### src/bridge_tail_pkg.sv
// Package for the bridge configuration header tail: offsets, fields, reset values, periods.
// Assumes a 32-bit configuration data path with active-low byte enables.
package bridge_tail_pkg;
  localparam logic [7:0]  CAP_PTR_OFFSET     = 8'h34;
  localparam logic [7:0]  INT_BRIDGE_OFFSET  = 8'h3c;
  localparam logic [7:0]  CAP_PTR_VALUE      = 8'hdc;
  localparam logic [7:0]  INT_LINE_RESET     = 8'hff;
  localparam logic [7:0]  INT_PIN_VALUE      = 8'h00;
  localparam int          CAP_PTR_LSB        = 0;
  localparam int          INT_PIN_LSB        = 8;
  localparam logic [31:0] BRIDGE_CTRL_RESET  = 32'h0000_0000;
  localparam int          BIT_PRI_SHORT      = 24;
  localparam int          BIT_SEC_SHORT      = 25;
  localparam int          BIT_EXPIRY_STATUS  = 26;
  localparam int          BIT_SYSERR_ENABLE  = 27;
  localparam int          INT_LINE_LSB       = 0;
  localparam int          BYTE_LANE_CTRL     = 3;
  localparam int          BYTE_LANE_LINE     = 0;
  localparam int          LONG_PERIOD_LOG2   = 15;
  localparam int          SHORT_PERIOD_LOG2  = 10;
  localparam int          TIMER_WIDTH        = LONG_PERIOD_LOG2 + 1;
  localparam int          NUM_TIMERS         = 2;
  localparam int          TIMER_PRIMARY      = 0;
  localparam int          TIMER_SECONDARY    = 1;
  typedef enum logic [0:0] {
    TIMER_IDLE,
    TIMER_WAIT
  } timer_state_t;
endpackage

### src/bridge_cfg_header_timeout_ctrl.sv
// Configuration header tail of a bridge: capability pointer, interrupt line/pin and
// the master timeout part of bridge control, with the two delayed-transaction timers.
// Assumes a config access port synchronous to the PCI clock, one-cycle strobes.
`timescale 1ns/10ps

module bridge_cfg_header_timeout_ctrl
  import bridge_tail_pkg::*;
#(
  parameter int LONG_LOG2  = LONG_PERIOD_LOG2,
  parameter int SHORT_LOG2 = SHORT_PERIOD_LOG2
)(
  input  wire logic                  ref_clk_i,
  input  wire logic                  rst_b_i,
  input  wire logic                  clk_en_i,
  input  wire logic                  cfg_rd_i,
  input  wire logic                  cfg_wr_i,
  input  wire logic [7:0]            cfg_addr_i,
  input  wire logic [3:0]            cfg_be_b_i,
  input  wire logic [31:0]           cfg_wdata_i,
  input  wire logic                  cmd_syserr_enable_i,
  input  wire logic [NUM_TIMERS-1:0] completion_at_head_i,
  input  wire logic [NUM_TIMERS-1:0] retry_delivered_i,
  output logic      [31:0]           cfg_rdata_o,
  output logic                       cfg_rvalid_o,
  output logic      [NUM_TIMERS-1:0] discard_o,
  output logic                       primary_system_error_out_o
);

  // Elaboration checks: the limit must fit the counter, and only two timers are wired.
  if (LONG_LOG2 < 1 || LONG_LOG2 >= TIMER_WIDTH)
  begin : g_bad_long
    $error("Long timeout exponent does not fit the timer counter.");
  end
  if (SHORT_LOG2 < 1 || SHORT_LOG2 > LONG_LOG2)
  begin : g_bad_short
    $error("Short timeout exponent out of range.");
  end
  if (NUM_TIMERS != 2)
  begin : g_bad_count
    $error("Period select wiring serves exactly two timers.");
  end

  localparam logic [TIMER_WIDTH-1:0] LONG_LIMIT  = TIMER_WIDTH'(1 << LONG_LOG2);
  localparam logic [TIMER_WIDTH-1:0] SHORT_LIMIT = TIMER_WIDTH'(1 << SHORT_LOG2);

  // Word decode: the two low address bits pick a byte, not a register.
  function automatic logic hits(input logic [7:0] addr, input logic [7:0] offs);
    hits = (addr[7:2] == offs[7:2]);
  endfunction

  // A byte lane of the combined word is written when its enable is low.
  function automatic logic lane_write(input logic       wr,
                                      input logic [7:0] addr,
                                      input logic [3:0] be_b,
                                      input int         lane);
    lane_write = wr && hits(addr, INT_BRIDGE_OFFSET) && !be_b[lane];
  endfunction

  logic rst_sync1_reg;
  logic rst_sync2_reg;

  // The reset is released through two flops; nothing else reads the first one.
  // It runs free of the clock enable so that a frozen block still leaves reset.
  always_ff @(posedge ref_clk_i or negedge rst_b_i)
  begin
    if (!rst_b_i)
    begin
      rst_sync1_reg <= 1'b0;
      rst_sync2_reg <= 1'b0;
    end
    else
    begin
      rst_sync1_reg <= 1'b1;
      rst_sync2_reg <= rst_sync1_reg;
    end
  end

  logic                    rst_n;
  assign rst_n = rst_sync2_reg;

  logic [7:0]              int_line_reg;
  logic [7:0]              int_line_next;
  logic                    pri_short_reg;
  logic                    pri_short_next;
  logic                    sec_short_reg;
  logic                    sec_short_next;
  logic                    expiry_status_reg;
  logic                    expiry_status_next;
  logic                    syserr_en_reg;
  logic                    syserr_en_next;
  logic [31:0]             rdata_reg;
  logic [31:0]             rdata_next;
  logic                    rvalid_reg;
  logic                    rvalid_next;
  logic                    serr_reg;
  logic                    serr_next;
  logic [NUM_TIMERS-1:0]   expire;
  logic [NUM_TIMERS-1:0]   short_sel;

  assign short_sel[TIMER_PRIMARY]   = pri_short_reg;
  assign short_sel[TIMER_SECONDARY] = sec_short_reg;

  // Register file: byte writes and the status update.
  always_comb
  begin
    logic wr_ctrl;
    logic wr_line;
    wr_ctrl = lane_write(cfg_wr_i, cfg_addr_i, cfg_be_b_i, BYTE_LANE_CTRL);
    wr_line = lane_write(cfg_wr_i, cfg_addr_i, cfg_be_b_i, BYTE_LANE_LINE);
    int_line_next      = int_line_reg;
    pri_short_next     = pri_short_reg;
    sec_short_next     = sec_short_reg;
    expiry_status_next = expiry_status_reg;
    syserr_en_next     = syserr_en_reg;
    if (wr_line)
    begin
      int_line_next = cfg_wdata_i[INT_LINE_LSB +: 8];
    end
    if (wr_ctrl)
    begin
      pri_short_next = cfg_wdata_i[BIT_PRI_SHORT];
      sec_short_next = cfg_wdata_i[BIT_SEC_SHORT];
      syserr_en_next = cfg_wdata_i[BIT_SYSERR_ENABLE];
      if (cfg_wdata_i[BIT_EXPIRY_STATUS])
      begin
        expiry_status_next = 1'b0;
      end
    end
    // An expiry in the same cycle as a clearing write must not be lost.
    // Expiry sets, winning over clear.
    if (|expire)
    begin
      expiry_status_next = 1'b1;
    end
  end

  always_ff @(posedge ref_clk_i or negedge rst_n)
  begin
    if (!rst_n)
    begin
      int_line_reg      <= INT_LINE_RESET;
      pri_short_reg     <= BRIDGE_CTRL_RESET[BIT_PRI_SHORT];
      sec_short_reg     <= BRIDGE_CTRL_RESET[BIT_SEC_SHORT];
      expiry_status_reg <= BRIDGE_CTRL_RESET[BIT_EXPIRY_STATUS];
      syserr_en_reg     <= BRIDGE_CTRL_RESET[BIT_SYSERR_ENABLE];
    end
    else if (clk_en_i)
    begin
      int_line_reg      <= int_line_next;
      pri_short_reg     <= pri_short_next;
      sec_short_reg     <= sec_short_next;
      expiry_status_reg <= expiry_status_next;
      syserr_en_reg     <= syserr_en_next;
    end
  end

  // Response path: read word, read strobe and the error pulse.
  always_comb
  begin
    // Error pulse gated by both enables.
    serr_next   = (|expire) && syserr_en_reg && cmd_syserr_enable_i;
    rvalid_next = cfg_rd_i;
    // The read word holds until the next read, so a late sample still sees it.
    rdata_next  = rdata_reg;
    if (cfg_rd_i)
    begin
      // A read of an unmapped word returns zero.
      rdata_next = '0;
      if (hits(cfg_addr_i, CAP_PTR_OFFSET))
      begin
        rdata_next[CAP_PTR_LSB +: 8] = CAP_PTR_VALUE;
      end
      else if (hits(cfg_addr_i, INT_BRIDGE_OFFSET))
      begin
        rdata_next[INT_LINE_LSB +: 8]  = int_line_reg;
        rdata_next[INT_PIN_LSB +: 8]   = INT_PIN_VALUE;
        rdata_next[BIT_PRI_SHORT]      = pri_short_reg;
        rdata_next[BIT_SEC_SHORT]      = sec_short_reg;
        rdata_next[BIT_EXPIRY_STATUS]  = expiry_status_reg;
        rdata_next[BIT_SYSERR_ENABLE]  = syserr_en_reg;
      end
    end
  end

  always_ff @(posedge ref_clk_i or negedge rst_n)
  begin
    if (!rst_n)
    begin
      rdata_reg  <= '0;
      rvalid_reg <= 1'b0;
      serr_reg   <= 1'b0;
    end
    else if (clk_en_i)
    begin
      rdata_reg  <= rdata_next;
      rvalid_reg <= rvalid_next;
      serr_reg   <= serr_next;
    end
  end

  // One timer per bus; index 0 primary, index 1 secondary.
  generate
    for (genvar t = 0; t < NUM_TIMERS; t++)
    begin : g_timer
      timer_state_t           state_reg;
      timer_state_t           state_next;
      logic [TIMER_WIDTH-1:0] count_reg;
      logic [TIMER_WIDTH-1:0] count_next;
      logic                   discard_reg;
      logic                   discard_next;
      logic [TIMER_WIDTH-1:0] limit;

      assign limit = short_sel[t] ? SHORT_LIMIT : LONG_LIMIT;
      // The registered discard feeds the status flag and the error pulse.
      assign expire[t] = discard_reg;

      always_comb
      begin
        state_next   = state_reg;
        count_next   = count_reg;
        discard_next = 1'b0;
        case (state_reg)
          TIMER_IDLE:
          begin
            // The start edge counts as cycle one, so discard comes one period later.
            // Start at queue head.
            if (completion_at_head_i[t])
            begin
              state_next = TIMER_WAIT;
              count_next = TIMER_WIDTH'(1);
            end
          end
          TIMER_WAIT:
          begin
            // Further completions while waiting are ignored until this one ends.
            // Retry stops timer.
            if (retry_delivered_i[t])
            begin
              state_next = TIMER_IDLE;
              count_next = '0;
            end
            else if (count_reg >= limit)
            begin
              state_next   = TIMER_IDLE;
              count_next   = '0;
              discard_next = 1'b1;
            end
            else
            begin
              count_next = count_reg + TIMER_WIDTH'(1);
            end
          end
          default:
          begin
            state_next = TIMER_IDLE;
            count_next = '0;
          end
        endcase
      end

      always_ff @(posedge ref_clk_i or negedge rst_n)
      begin
        if (!rst_n)
        begin
          state_reg   <= TIMER_IDLE;
          count_reg   <= '0;
          discard_reg <= 1'b0;
        end
        else if (clk_en_i)
        begin
          state_reg   <= state_next;
          count_reg   <= count_next;
          discard_reg <= discard_next;
        end
      end

      assign discard_o[t] = discard_reg;
    end
  endgenerate

  assign cfg_rdata_o                = rdata_reg;
  assign cfg_rvalid_o               = rvalid_reg;
  assign primary_system_error_out_o = serr_reg;

endmodule // bridge_cfg_header_timeout_ctrl

### config.mk
export PLATFORM = sky130hd
export DESIGN_NAME = bridge_cfg_header_timeout_ctrl
export DESIGN_NICKNAME = d
export VERILOG_FILES = /design/src/bridge_tail_pkg.sv /design/src/bridge_cfg_header_timeout_ctrl.sv
export SDC_FILE = /design/constraint.sdc
export NUM_CORES = 1
export LEC_CHECK = 0
export CORE_UTILIZATION = 58
export CTS_BUF_LIST = sky130_fd_sc_hd__clkbuf_8
export DETAILED_ROUTE_END_ITERATION = 10
export DONT_BUFFER_PORTS = 1
export GPL_TIMING_DRIVEN = 0
export PLACE_DENSITY = 0.8
export REMOVE_ABC_BUFFERS = 1
export SETUP_SLACK_MARGIN = 0.15
export SKIP_LAST_GASP = 1
export SYNTH_ARGS = -nofsm -noshare
export SYNTH_HDL_FRONTEND = slang
export SYNTH_SLANG_ARGS = --single-unit
### constraint.sdc
create_clock -name ref_clk_i -period 4 [get_ports ref_clk_i]
set_input_delay 1 -clock ref_clk_i [delete_from_list [all_inputs] [get_ports ref_clk_i]]
set_output_delay 1 -clock ref_clk_i [all_outputs]
set_load 0.01 [all_outputs]
### Word level (Yosys, flattened, before mapping)

Cells that the tools add are included.

| word-level totals | value |
|---|---|
| input bits | 54 |
| memory bits (writable) | 0 |
| bits in registers | 72 |
| word-level logic and storage cells | 74 |
| latch bits | 0 |
| ROM bits | 0 |
| memories kept | 0 |
| output and inout port bits | 36 |

| cells by class | value |
|---|---|
| divide/modulo/power cells | 0 |
| equal/unequal tests | 4 |
| $add $sub $neg | 2 |
| multiply operators | 0 |
| reductions and logical operators | 16 |
| bitwise gates (word level) | 2 |
| multiplexer cells | 32 |
| magnitude comparators | 2 |
| shift operators | 0 |

Operator list:

| kind | number |
|---|---|
| $mux 16 | 8 |
| $pmux 16 s2 | 2 |
| $add 16x1->16 const B | 2 |
| $ge 16x16->1 | 2 |
| $mux 8 | 3 |
| $mux 1 | 15 |
| $eq 6x4->1 const B | 2 |
| $reduce_and 2->1 | 5 |
| $mux 4 | 2 |
| $logic_and 1x1->1 | 5 |
| $ne 2x2->1 const B | 2 |
| $pmux 1 s2 | 2 |
| $reduce_bool 2->1 | 2 |
| $reduce_and 3->1 | 1 |
| $logic_not 1->1 | 2 |
| $not 1->1 | 2 |
| $reduce_or 2->1 | 1 |

### Longest topological paths before layout

Gate-level depths: netlist of the first run.

| logic depth | value |
|---|---|
| word-level depth | 5 |
| gate-level depth with buffers | 8 |
| depth with buffers taken out | 7 |

### Worst setup path before layout of the first run

Ideal clock, no wire load.

| timing path | value |
|---|---|
| path kind | input port to flip-flop |
| start point | input cfg_addr_i[7] |
| end point | register pri_short_reg |
| library setup time | 125 ps |
| stages on the path | 5 |
| data required time | 3875 ps |
| buffers on the path | 1 |
| arrival | 2138 ps |
| setup slack | 1737 ps |
| path through | nor2_1 and4_1 buf_2 nor3b_1 mux2_2 |

| on the way | value |
|---|---|
| longest elaborated chain between the ends | 4 |

RTL lines:

| item | line | source |
|---|---|---|
| start: declaration | bridge_cfg_header_timeout_ctrl.sv:17 | `input wire logic [7:0] cfg_addr_i,` |
| $eq 6x4->1 | bridge_cfg_header_timeout_ctrl.sv:48 | `hits = (addr[7:2] == offs[7:2]);` |
| $logic_and 1x1->1 (2 in series) | bridge_cfg_header_timeout_ctrl.sv:56 | `lane_write = wr && hits(addr, INT_BRIDGE_OFFSET) && !be_b[lane];` |
| $reduce_and 2->1 (no line) | n/a |  |
| end signal: assignment | bridge_cfg_header_timeout_ctrl.sv:142 | `pri_short_reg <= BRIDGE_CTRL_RESET[BIT_PRI_SHORT];` |
| end signal: assignment | bridge_cfg_header_timeout_ctrl.sv:150 | `pri_short_reg <= pri_short_next;` |
| end: declaration | bridge_cfg_header_timeout_ctrl.sv:83 | `logic pri_short_reg;` |

No other way between the ends.
A chain may end at the register's enable or synchronous reset.

### Worst setup path in the final report of the first run

| timing path | value |
|---|---|
| start point | input cfg_addr_i[7] |
| end point | register syserr_en_reg |

| on the way | value |
|---|---|
| longest elaborated chain between the ends | 4 |

RTL lines:

| item | line | source |
|---|---|---|
| $eq 6x4->1 | bridge_cfg_header_timeout_ctrl.sv:48 |  |
| $logic_and 1x1->1 (2 in series) | bridge_cfg_header_timeout_ctrl.sv:56 |  |
| $reduce_and 2->1 (no line) | n/a |  |
| end signal: assignment | bridge_cfg_header_timeout_ctrl.sv:145 | `syserr_en_reg <= BRIDGE_CTRL_RESET[BIT_SYSERR_ENABLE];` |
| end signal: assignment | bridge_cfg_header_timeout_ctrl.sv:153 | `syserr_en_reg <= syserr_en_next;` |
| end: declaration | bridge_cfg_header_timeout_ctrl.sv:89 | `logic syserr_en_reg;` |

No other way between the ends.

==> metrics.txt, run 1 <==
ordered cell list for the critical path nor2_1 -> and4_1 -> nor3b_1 -> mux2_2; Sequential Area 1610 µm²; Tcrit/Tclk final 0.572; drt pass-1 iters 4; CTS Sinks 64; Num CTS Buffers 9; GRT Overall Usage 0.231; max-slew violations 0; Root Buffer clkbuf_8; # hold bufs at CTS 0; worst-skew pair later-pin latency 0.35 ns; area of the multi-input gates 1560 µm²; remaining global-route overflow 0; R2R Setup Slk 1.85 ns; Hold Fails Final Rpt 0; setup TNS 0 ns; Crit. Startpoint cfg_addr_i[7]; hold slack 0.346 ns; final setup violation count 0; Clock Path Buffers 2; MaxCap Viol Count 0; total routed wirelength 6.46 mm; layout cell share with drive strength beyond 1 0.143; initial antenna violation count 0; most frequent cell after synthesis dfrtp_1; Ys Warns 0; CP required 4.23 ns; CTS HTree Levels 3; wire per inst 15.6 µm; outcome complete, no violations; Hold WC Path Type in -> async; Synth-to-Final Area Change 5.05%; Slew @ Worst Pin 0.794 ns; fin nets 399; crit path time final 2.29 ns; DP HPWL 4.63 mm; Post-synth top cells 56 x dfrtp_1, 28 x nand2_1, 24 x o21ai_0; Seq/Total Area, Yosys 0.475; pre-CTS setup slack 1.11 ns; # DRC 0; PD cells 420 nW/µm²; vias after detailed routing 2,455; max_slew headroom 0.467; Reg2Reg Depth 6; slowest stage delay, CP 0.69 ns; fill count 436; RSZ-0062 raised after global routing no; setup ws final 1.71 ns; Syn Area/Cell 10.0 µm²; Setup CP Type in -> reg; Max FO, Critical Path 8; Post-synth EDFFs 0; post-synthesis cell area 3390 µm²; Max Clk Rate 437 MHz; Post-Synthesis Cells 339; Setup Fix Bufs, Post-CTS 0; CTS tree built; Rows 27; Async SR Flop Fraction 1.00; slowest CP cell nor3b_1; Top Ports 90; GPL Wtd Cong 0.805; worst vdd ir 0.281 mV; first-pass GRT wire length 11.0 mm; dominant cell type by area after synthesis dfrtp_1; die area 6160 µm²; largest net degree at the start of global routing 36; post-synth top area share 0.413; Distinct cells, synth 54; Leak 1.62 nW; crit path launch type primary input; arrival time worst endpoint 2.52 ns; Main synth FF type dfrtp_1; 1st-iter DRT viols 181; Initial Utilization 0.609; nature of the critical path endpoint flip-flop; Synth Register Bits 64; Final Skew 0.0128 ns; Core Region 5570 µm²; Largest register FFs 32; Vias/cell 5.93; Die Wd 78.5 µm; reg2reg start pri_short_reg; vias in the first global route 2,431; cts repair resizes 0; Die Height 78.5 µm; Worst-path clk slew 0.07 ns; Antenna Cells 0; r2r endpoint g_timer[0].count_reg[9]; Antenna Nets Post-Route 0; largest cells by area after synthesis dfrtp_1 41%, dfstp_2 6.2%, buf_4 5.1%; PortBufs 0; crit path to syserr_en_reg
worst min path at each step:
stage	start	to	slack (ns)	cells past startpoint
floorplan	rst_sync1_reg	rst_n	0.33	0
global placement	rst_sync1_reg	rst_n	0.33	0
detailed placement	rst_sync1_reg	rst_n	0.34	0
CTS	rst_b_i	rst_n	0.33	0
global route	rst_b_i	rst_n	0.32	0
finish	rst_b_i	rst_n	0.35	0
worst max-delay path, delay by kind of cell:
kind / cells / cell delay, ns
mux: 1 / 0.41
simple gates: 3 / 1.10
cell families after synthesis:
kind of cell    synth area share
compound gates             0.137
fa+ha+maj                 0.0295
mux                       0.0394
flops                      0.475
other cells              0.00221
xor+xnor                  0.0284
buf+inv                   0.0859
simple gates               0.203
power breakdown:
part | switching (mW) | internal (mW) | leakage [nW]
logic | 0.0936 | 0.0619 | 0.676
clock network | 0.253 | 0.346 | 0.106
registers | 0.0538 | 0.689 | 0.841
total | 0.401 | 1.10 | 1.62
cell usage in the layout (no fill, tap or decap), types with 2 or more instances in the layout:
master | Yosys | routed
nor4b_1 | 3 | 3
xor2_1 | 5 | 5
dfstp_2 | 8 | 8
nor2b_1 | 5 | 5
bufinv_16 | 0 | 2
nor3_1 | 5 | 5
dfrtp_1 | 56 | 55
a31oi_1 | 10 | 10
ha_1 | 8 | 8
nand4b_1 | 2 | 2
o21ai_0 | 24 | 23
o211a_1 | 2 | 2
clkinv_2 | 0 | 2
nand2_1 | 28 | 28
nor4_1 | 2 | 2
and4_1 | 3 | 3
o21ai_1 | 1 | 2
conb_1 | 2 | 21
or3_1 | 4 | 4
a21o_1 | 2 | 2
mux2_2 | 11 | 11
or2_2 | 3 | 3
nand3_1 | 14 | 14
clkinvlp_4 | 0 | 2
nand2b_1 | 3 | 3
a41oi_1 | 2 | 2
xnor2_1 | 6 | 6
and3_1 | 3 | 3
nor3b_1 | 3 | 3
a21oi_1 | 14 | 14
a22o_1 | 8 | 8
inv_1 | 18 | 19
nor2_1 | 23 | 23
clkbuf_8 | 0 | 9
nand4_1 | 9 | 9
stage by stage:
step / area [µm²] / total power [mW] / std cells / util
2_1_floorplan: 3240 / 0.863 / 325 / -
3_3_place_gp: 3330 / 0.898 / 397 / 0.598
3_5_place_dp: 3350 / 0.908 / 398 / 0.602
4_1_cts: 3570 / 1.51 / 414 / 0.640
5_1_grt: 3570 / 1.57 / 414 / 0.640
6_report: 3570 / 1.50 / 414 / 0.640
area by class of cell:
class	instances	share of cell area
tap	72	0.0253
sequential	64	0.452
clock inverter	7	0.0249
inverter	18	0.0189
clock buffer	9	0.0347
timing repair buffer	1	0.00561
multi-input combinational	243	0.438
routing by layer:
metal	part of all wire	GRT usage	wire (µm)	vias up
li1	-	-	-	1165
met1	0.42	0.266	2730	1208
met2	0.51	0.406	3300	74
met3	0.055	0.0721	353	8
met4	0.012	0.0759	78	0
met5	0	0	0	-
Power figures use the tool's default switching activity.
==> inputs of run 2 (changes only) <==
==> constraint.sdc (replaced) <==
create_clock -name ref_clk_i -period 2.3 [get_ports ref_clk_i]
set_input_delay 0.575 -clock ref_clk_i [delete_from_list [all_inputs] [get_ports ref_clk_i]]
set_output_delay 0.575 -clock ref_clk_i [all_outputs]
set_load 0.01 [all_outputs]
==> metrics.txt, run 2 (synthesized netlist as in run 1, its figures left out) <==
GPL Wtd Cong 0.805 (unchanged); Num CTS Buffers 9 (unchanged); Reg power frac 0.496 (about the same); reg2reg start sec_short_reg (was pri_short_reg); PortBufs 0 (unchanged); Hold Fails Final Rpt 0 (unchanged); Vias/cell 5.92 (was 5.93); nature of the critical path endpoint flip-flop (unchanged); filler-free cell count of the finished design 415 (was 414); fin nets 400 (was 399); worst-skew pair later-pin latency 0.34 ns (was 0.35 ns); Initial Utilization 0.609 (unchanged); Max Clk Rate 489 MHz; 1st-iter DRT viols 183 (was 181); CP required 2.57 ns (was 4.23 ns); crit path time final 2.04 ns; worst vdd ir 0.488 mV (was 0.281 mV); Reg2Reg Depth 5 (was 6); RSZ-0062 raised after global routing no (unchanged); commonest non-fill, non-tap cell in the layout dfrtp_1 (unchanged); Max FO, Critical Path 9 (was 8); final instance area 3580 µm² (was 3570 µm²); Final Skew 0.0119 ns (was 0.0128 ns); final setup violation count 0 (unchanged); CTS Sinks 64 (unchanged); Clk pwr share 0.399 (was 0.400); die area 6160 µm² (unchanged); Area after DPL 3350 µm² (unchanged); max_slew headroom 0.468 (was 0.467); Slew @ Worst Pin 0.797 ns (was 0.794 ns); total routed wirelength 6.48 mm (was 6.46 mm); Largest register FFs 32 (unchanged); Placed Cells 398 (unchanged); Die Wd 78.5 µm (unchanged); Clock Path Buffers 2 (unchanged); critical path depth 5 (was 4); crit path to g_timer[1].count_reg[5] (was syserr_en_reg); initial antenna violation count 0 (unchanged); NetSw 0.699 mW (was 0.401 mW); Top Ports 90 (unchanged); hold slack 0.328 ns (was 0.346 ns); GRT Overall Usage 0.232 (was 0.231); switching part of the total 0.268 (about the same); fill count 433 (was 436); vias after detailed routing 2,456 (was 2,455); Die Height 78.5 µm (unchanged); DP HPWL 4.63 mm (unchanged); commonest non-fill, non-tap cells in the layout 54 x dfrtp_1, 28 x nand2_1, 23 x o21ai_0 (was 55 x dfrtp_1, 28 x nand2_1, 23 x nor2_1, 23 x o21ai_0, 21 x conb_1); remaining global-route overflow 0 (unchanged); wire per inst 15.6 µm (about the same); ordered cell list for the critical path ha_1 -> a21oi_1 -> and4_1 -> o21ai_0 -> a31oi_1 (was nor2_1 -> and4_1 -> nor3b_1 -> mux2_2); Core Region 5570 µm² (unchanged); arrival time worst endpoint 2.31 ns (was 2.52 ns); Root Buffer clkbuf_8 (unchanged); first-pass GRT wire length 11.0 mm (about the same); layout cell share with drive strength beyond 1 0.152 (was 0.143); area of the multi-input gates 1570 µm² (was 1560 µm²); vias in the first global route 2,431 (unchanged); Antenna Nets Post-Route 0 (unchanged); drt pass-1 iters 4 (unchanged); max-slew violations 0 (unchanged); Tcrit/Tclk final 0.889; # DRC 0 (unchanged); Combinational Power Share 0.105 (was 0.104); MaxCap Viol Count 0 (unchanged); Setup Fix Bufs, Post-CTS 0 (unchanged); Tot Pwr 2.61 mW (was 1.50 mW); final core utilization 0.643 (was 0.640); Leak 1.63 nW (was 1.62 nW); slowest CP cell and4_1 (was nor3b_1); CTS tree built (unchanged); Internal 1.91 mW (was 1.10 mW); outcome complete, no violations (unchanged); r2r endpoint g_timer[1].count_reg[5] (was g_timer[0].count_reg[9]); largest net degree at the start of global routing 36 (unchanged); Synth-to-Final Area Change 5.57% (was 5.05%); setup TNS 0 ns (unchanged); Worst path top cell family by delay compound AO/OA/AOI/OAI gates (was simple AND/OR/NAND/NOR gates); setup ws final 0.255 ns (was 1.71 ns); Worst-path clk slew 0.08 ns (was 0.07 ns); Antenna Cells 0 (unchanged); CTS HTree Levels 3 (unchanged); crit path launch type flip-flop (was primary input); Rows 27 (unchanged); pre-CTS setup slack -0.168 ns (was 1.11 ns); Hold WC Path Type in -> reg (was in -> async); slowest stage delay, CP 0.47 ns (was 0.69 ns); R2R Setup Slk 0.26 ns (was 1.85 ns); Setup CP Type reg -> reg (was in -> reg); Crit path buffers/inverters 0 (unchanged); Crit. Startpoint sec_short_reg (was cfg_addr_i[7]); PD cells 728 nW/µm² (was 420 nW/µm²); Sequential Area 1610 µm² (about the same)
[run 2: power groups by stage]
stage,clock network [mW],registers [mW],logic [mW]
floorplan,0,1.29,0.209
global route,1.11,1.31,0.311
finish,1.04,1.29,0.274
CTS,1.07,1.29,0.274
detailed placement,0,1.31,0.270
global placement,0,1.31,0.248
[run 2: layer usage]
layer,part of all wire,vias up,GRT usage
met5,0,-,0
met2,0.51,78,0.406
met1,0.42,1203,0.267
met3,0.059,8,0.0721
li1,-,1167,-
met4,0.012,0,0.0759
[run 2: worst min path at each step]
stage | endpoint | cells after the start | startpoint
floorplan | rst_n | 0 | rst_b_i
global placement | rst_n | 0 | rst_b_i
detailed placement | rst_n | 0 | rst_b_i
global route | g_timer[0].discard_reg | 1 | clk_en_i
CTS | g_timer[0].discard_reg | 1 | clk_en_i
finish | g_timer[0].discard_reg | 1 | clk_en_i
[run 2: what timing repair did]
item / CTS / global route
pin swaps: 0 / 2
gates resized for setup: 2 / 2
endpoints found under the hold margin: 2 / 0
endpoints found under the setup margin: 11 / 7
gates cloned: 0 / 0
hold buffers: 1 / 0
[run 2: area by class of cell]
type                    count  area share
flip-flops and latches     64       0.450
inverters                  18      0.0189
clock buffers               9      0.0346
clock inverters             7      0.0248
repair buffers              2     0.00838
well taps                  72      0.0251
multi-input cells         243       0.438
[run 2: worst reg2reg max path: cells and delay by family (launching register included)]
kind / cells / cell delay, ns
flip-flops: 1 / 0.42
AO/OA/AOI/OAI: 3 / 0.72
AND/OR/NAND/NOR: 1 / 0.47
adder cells (fa/ha/maj): 1 / 0.37
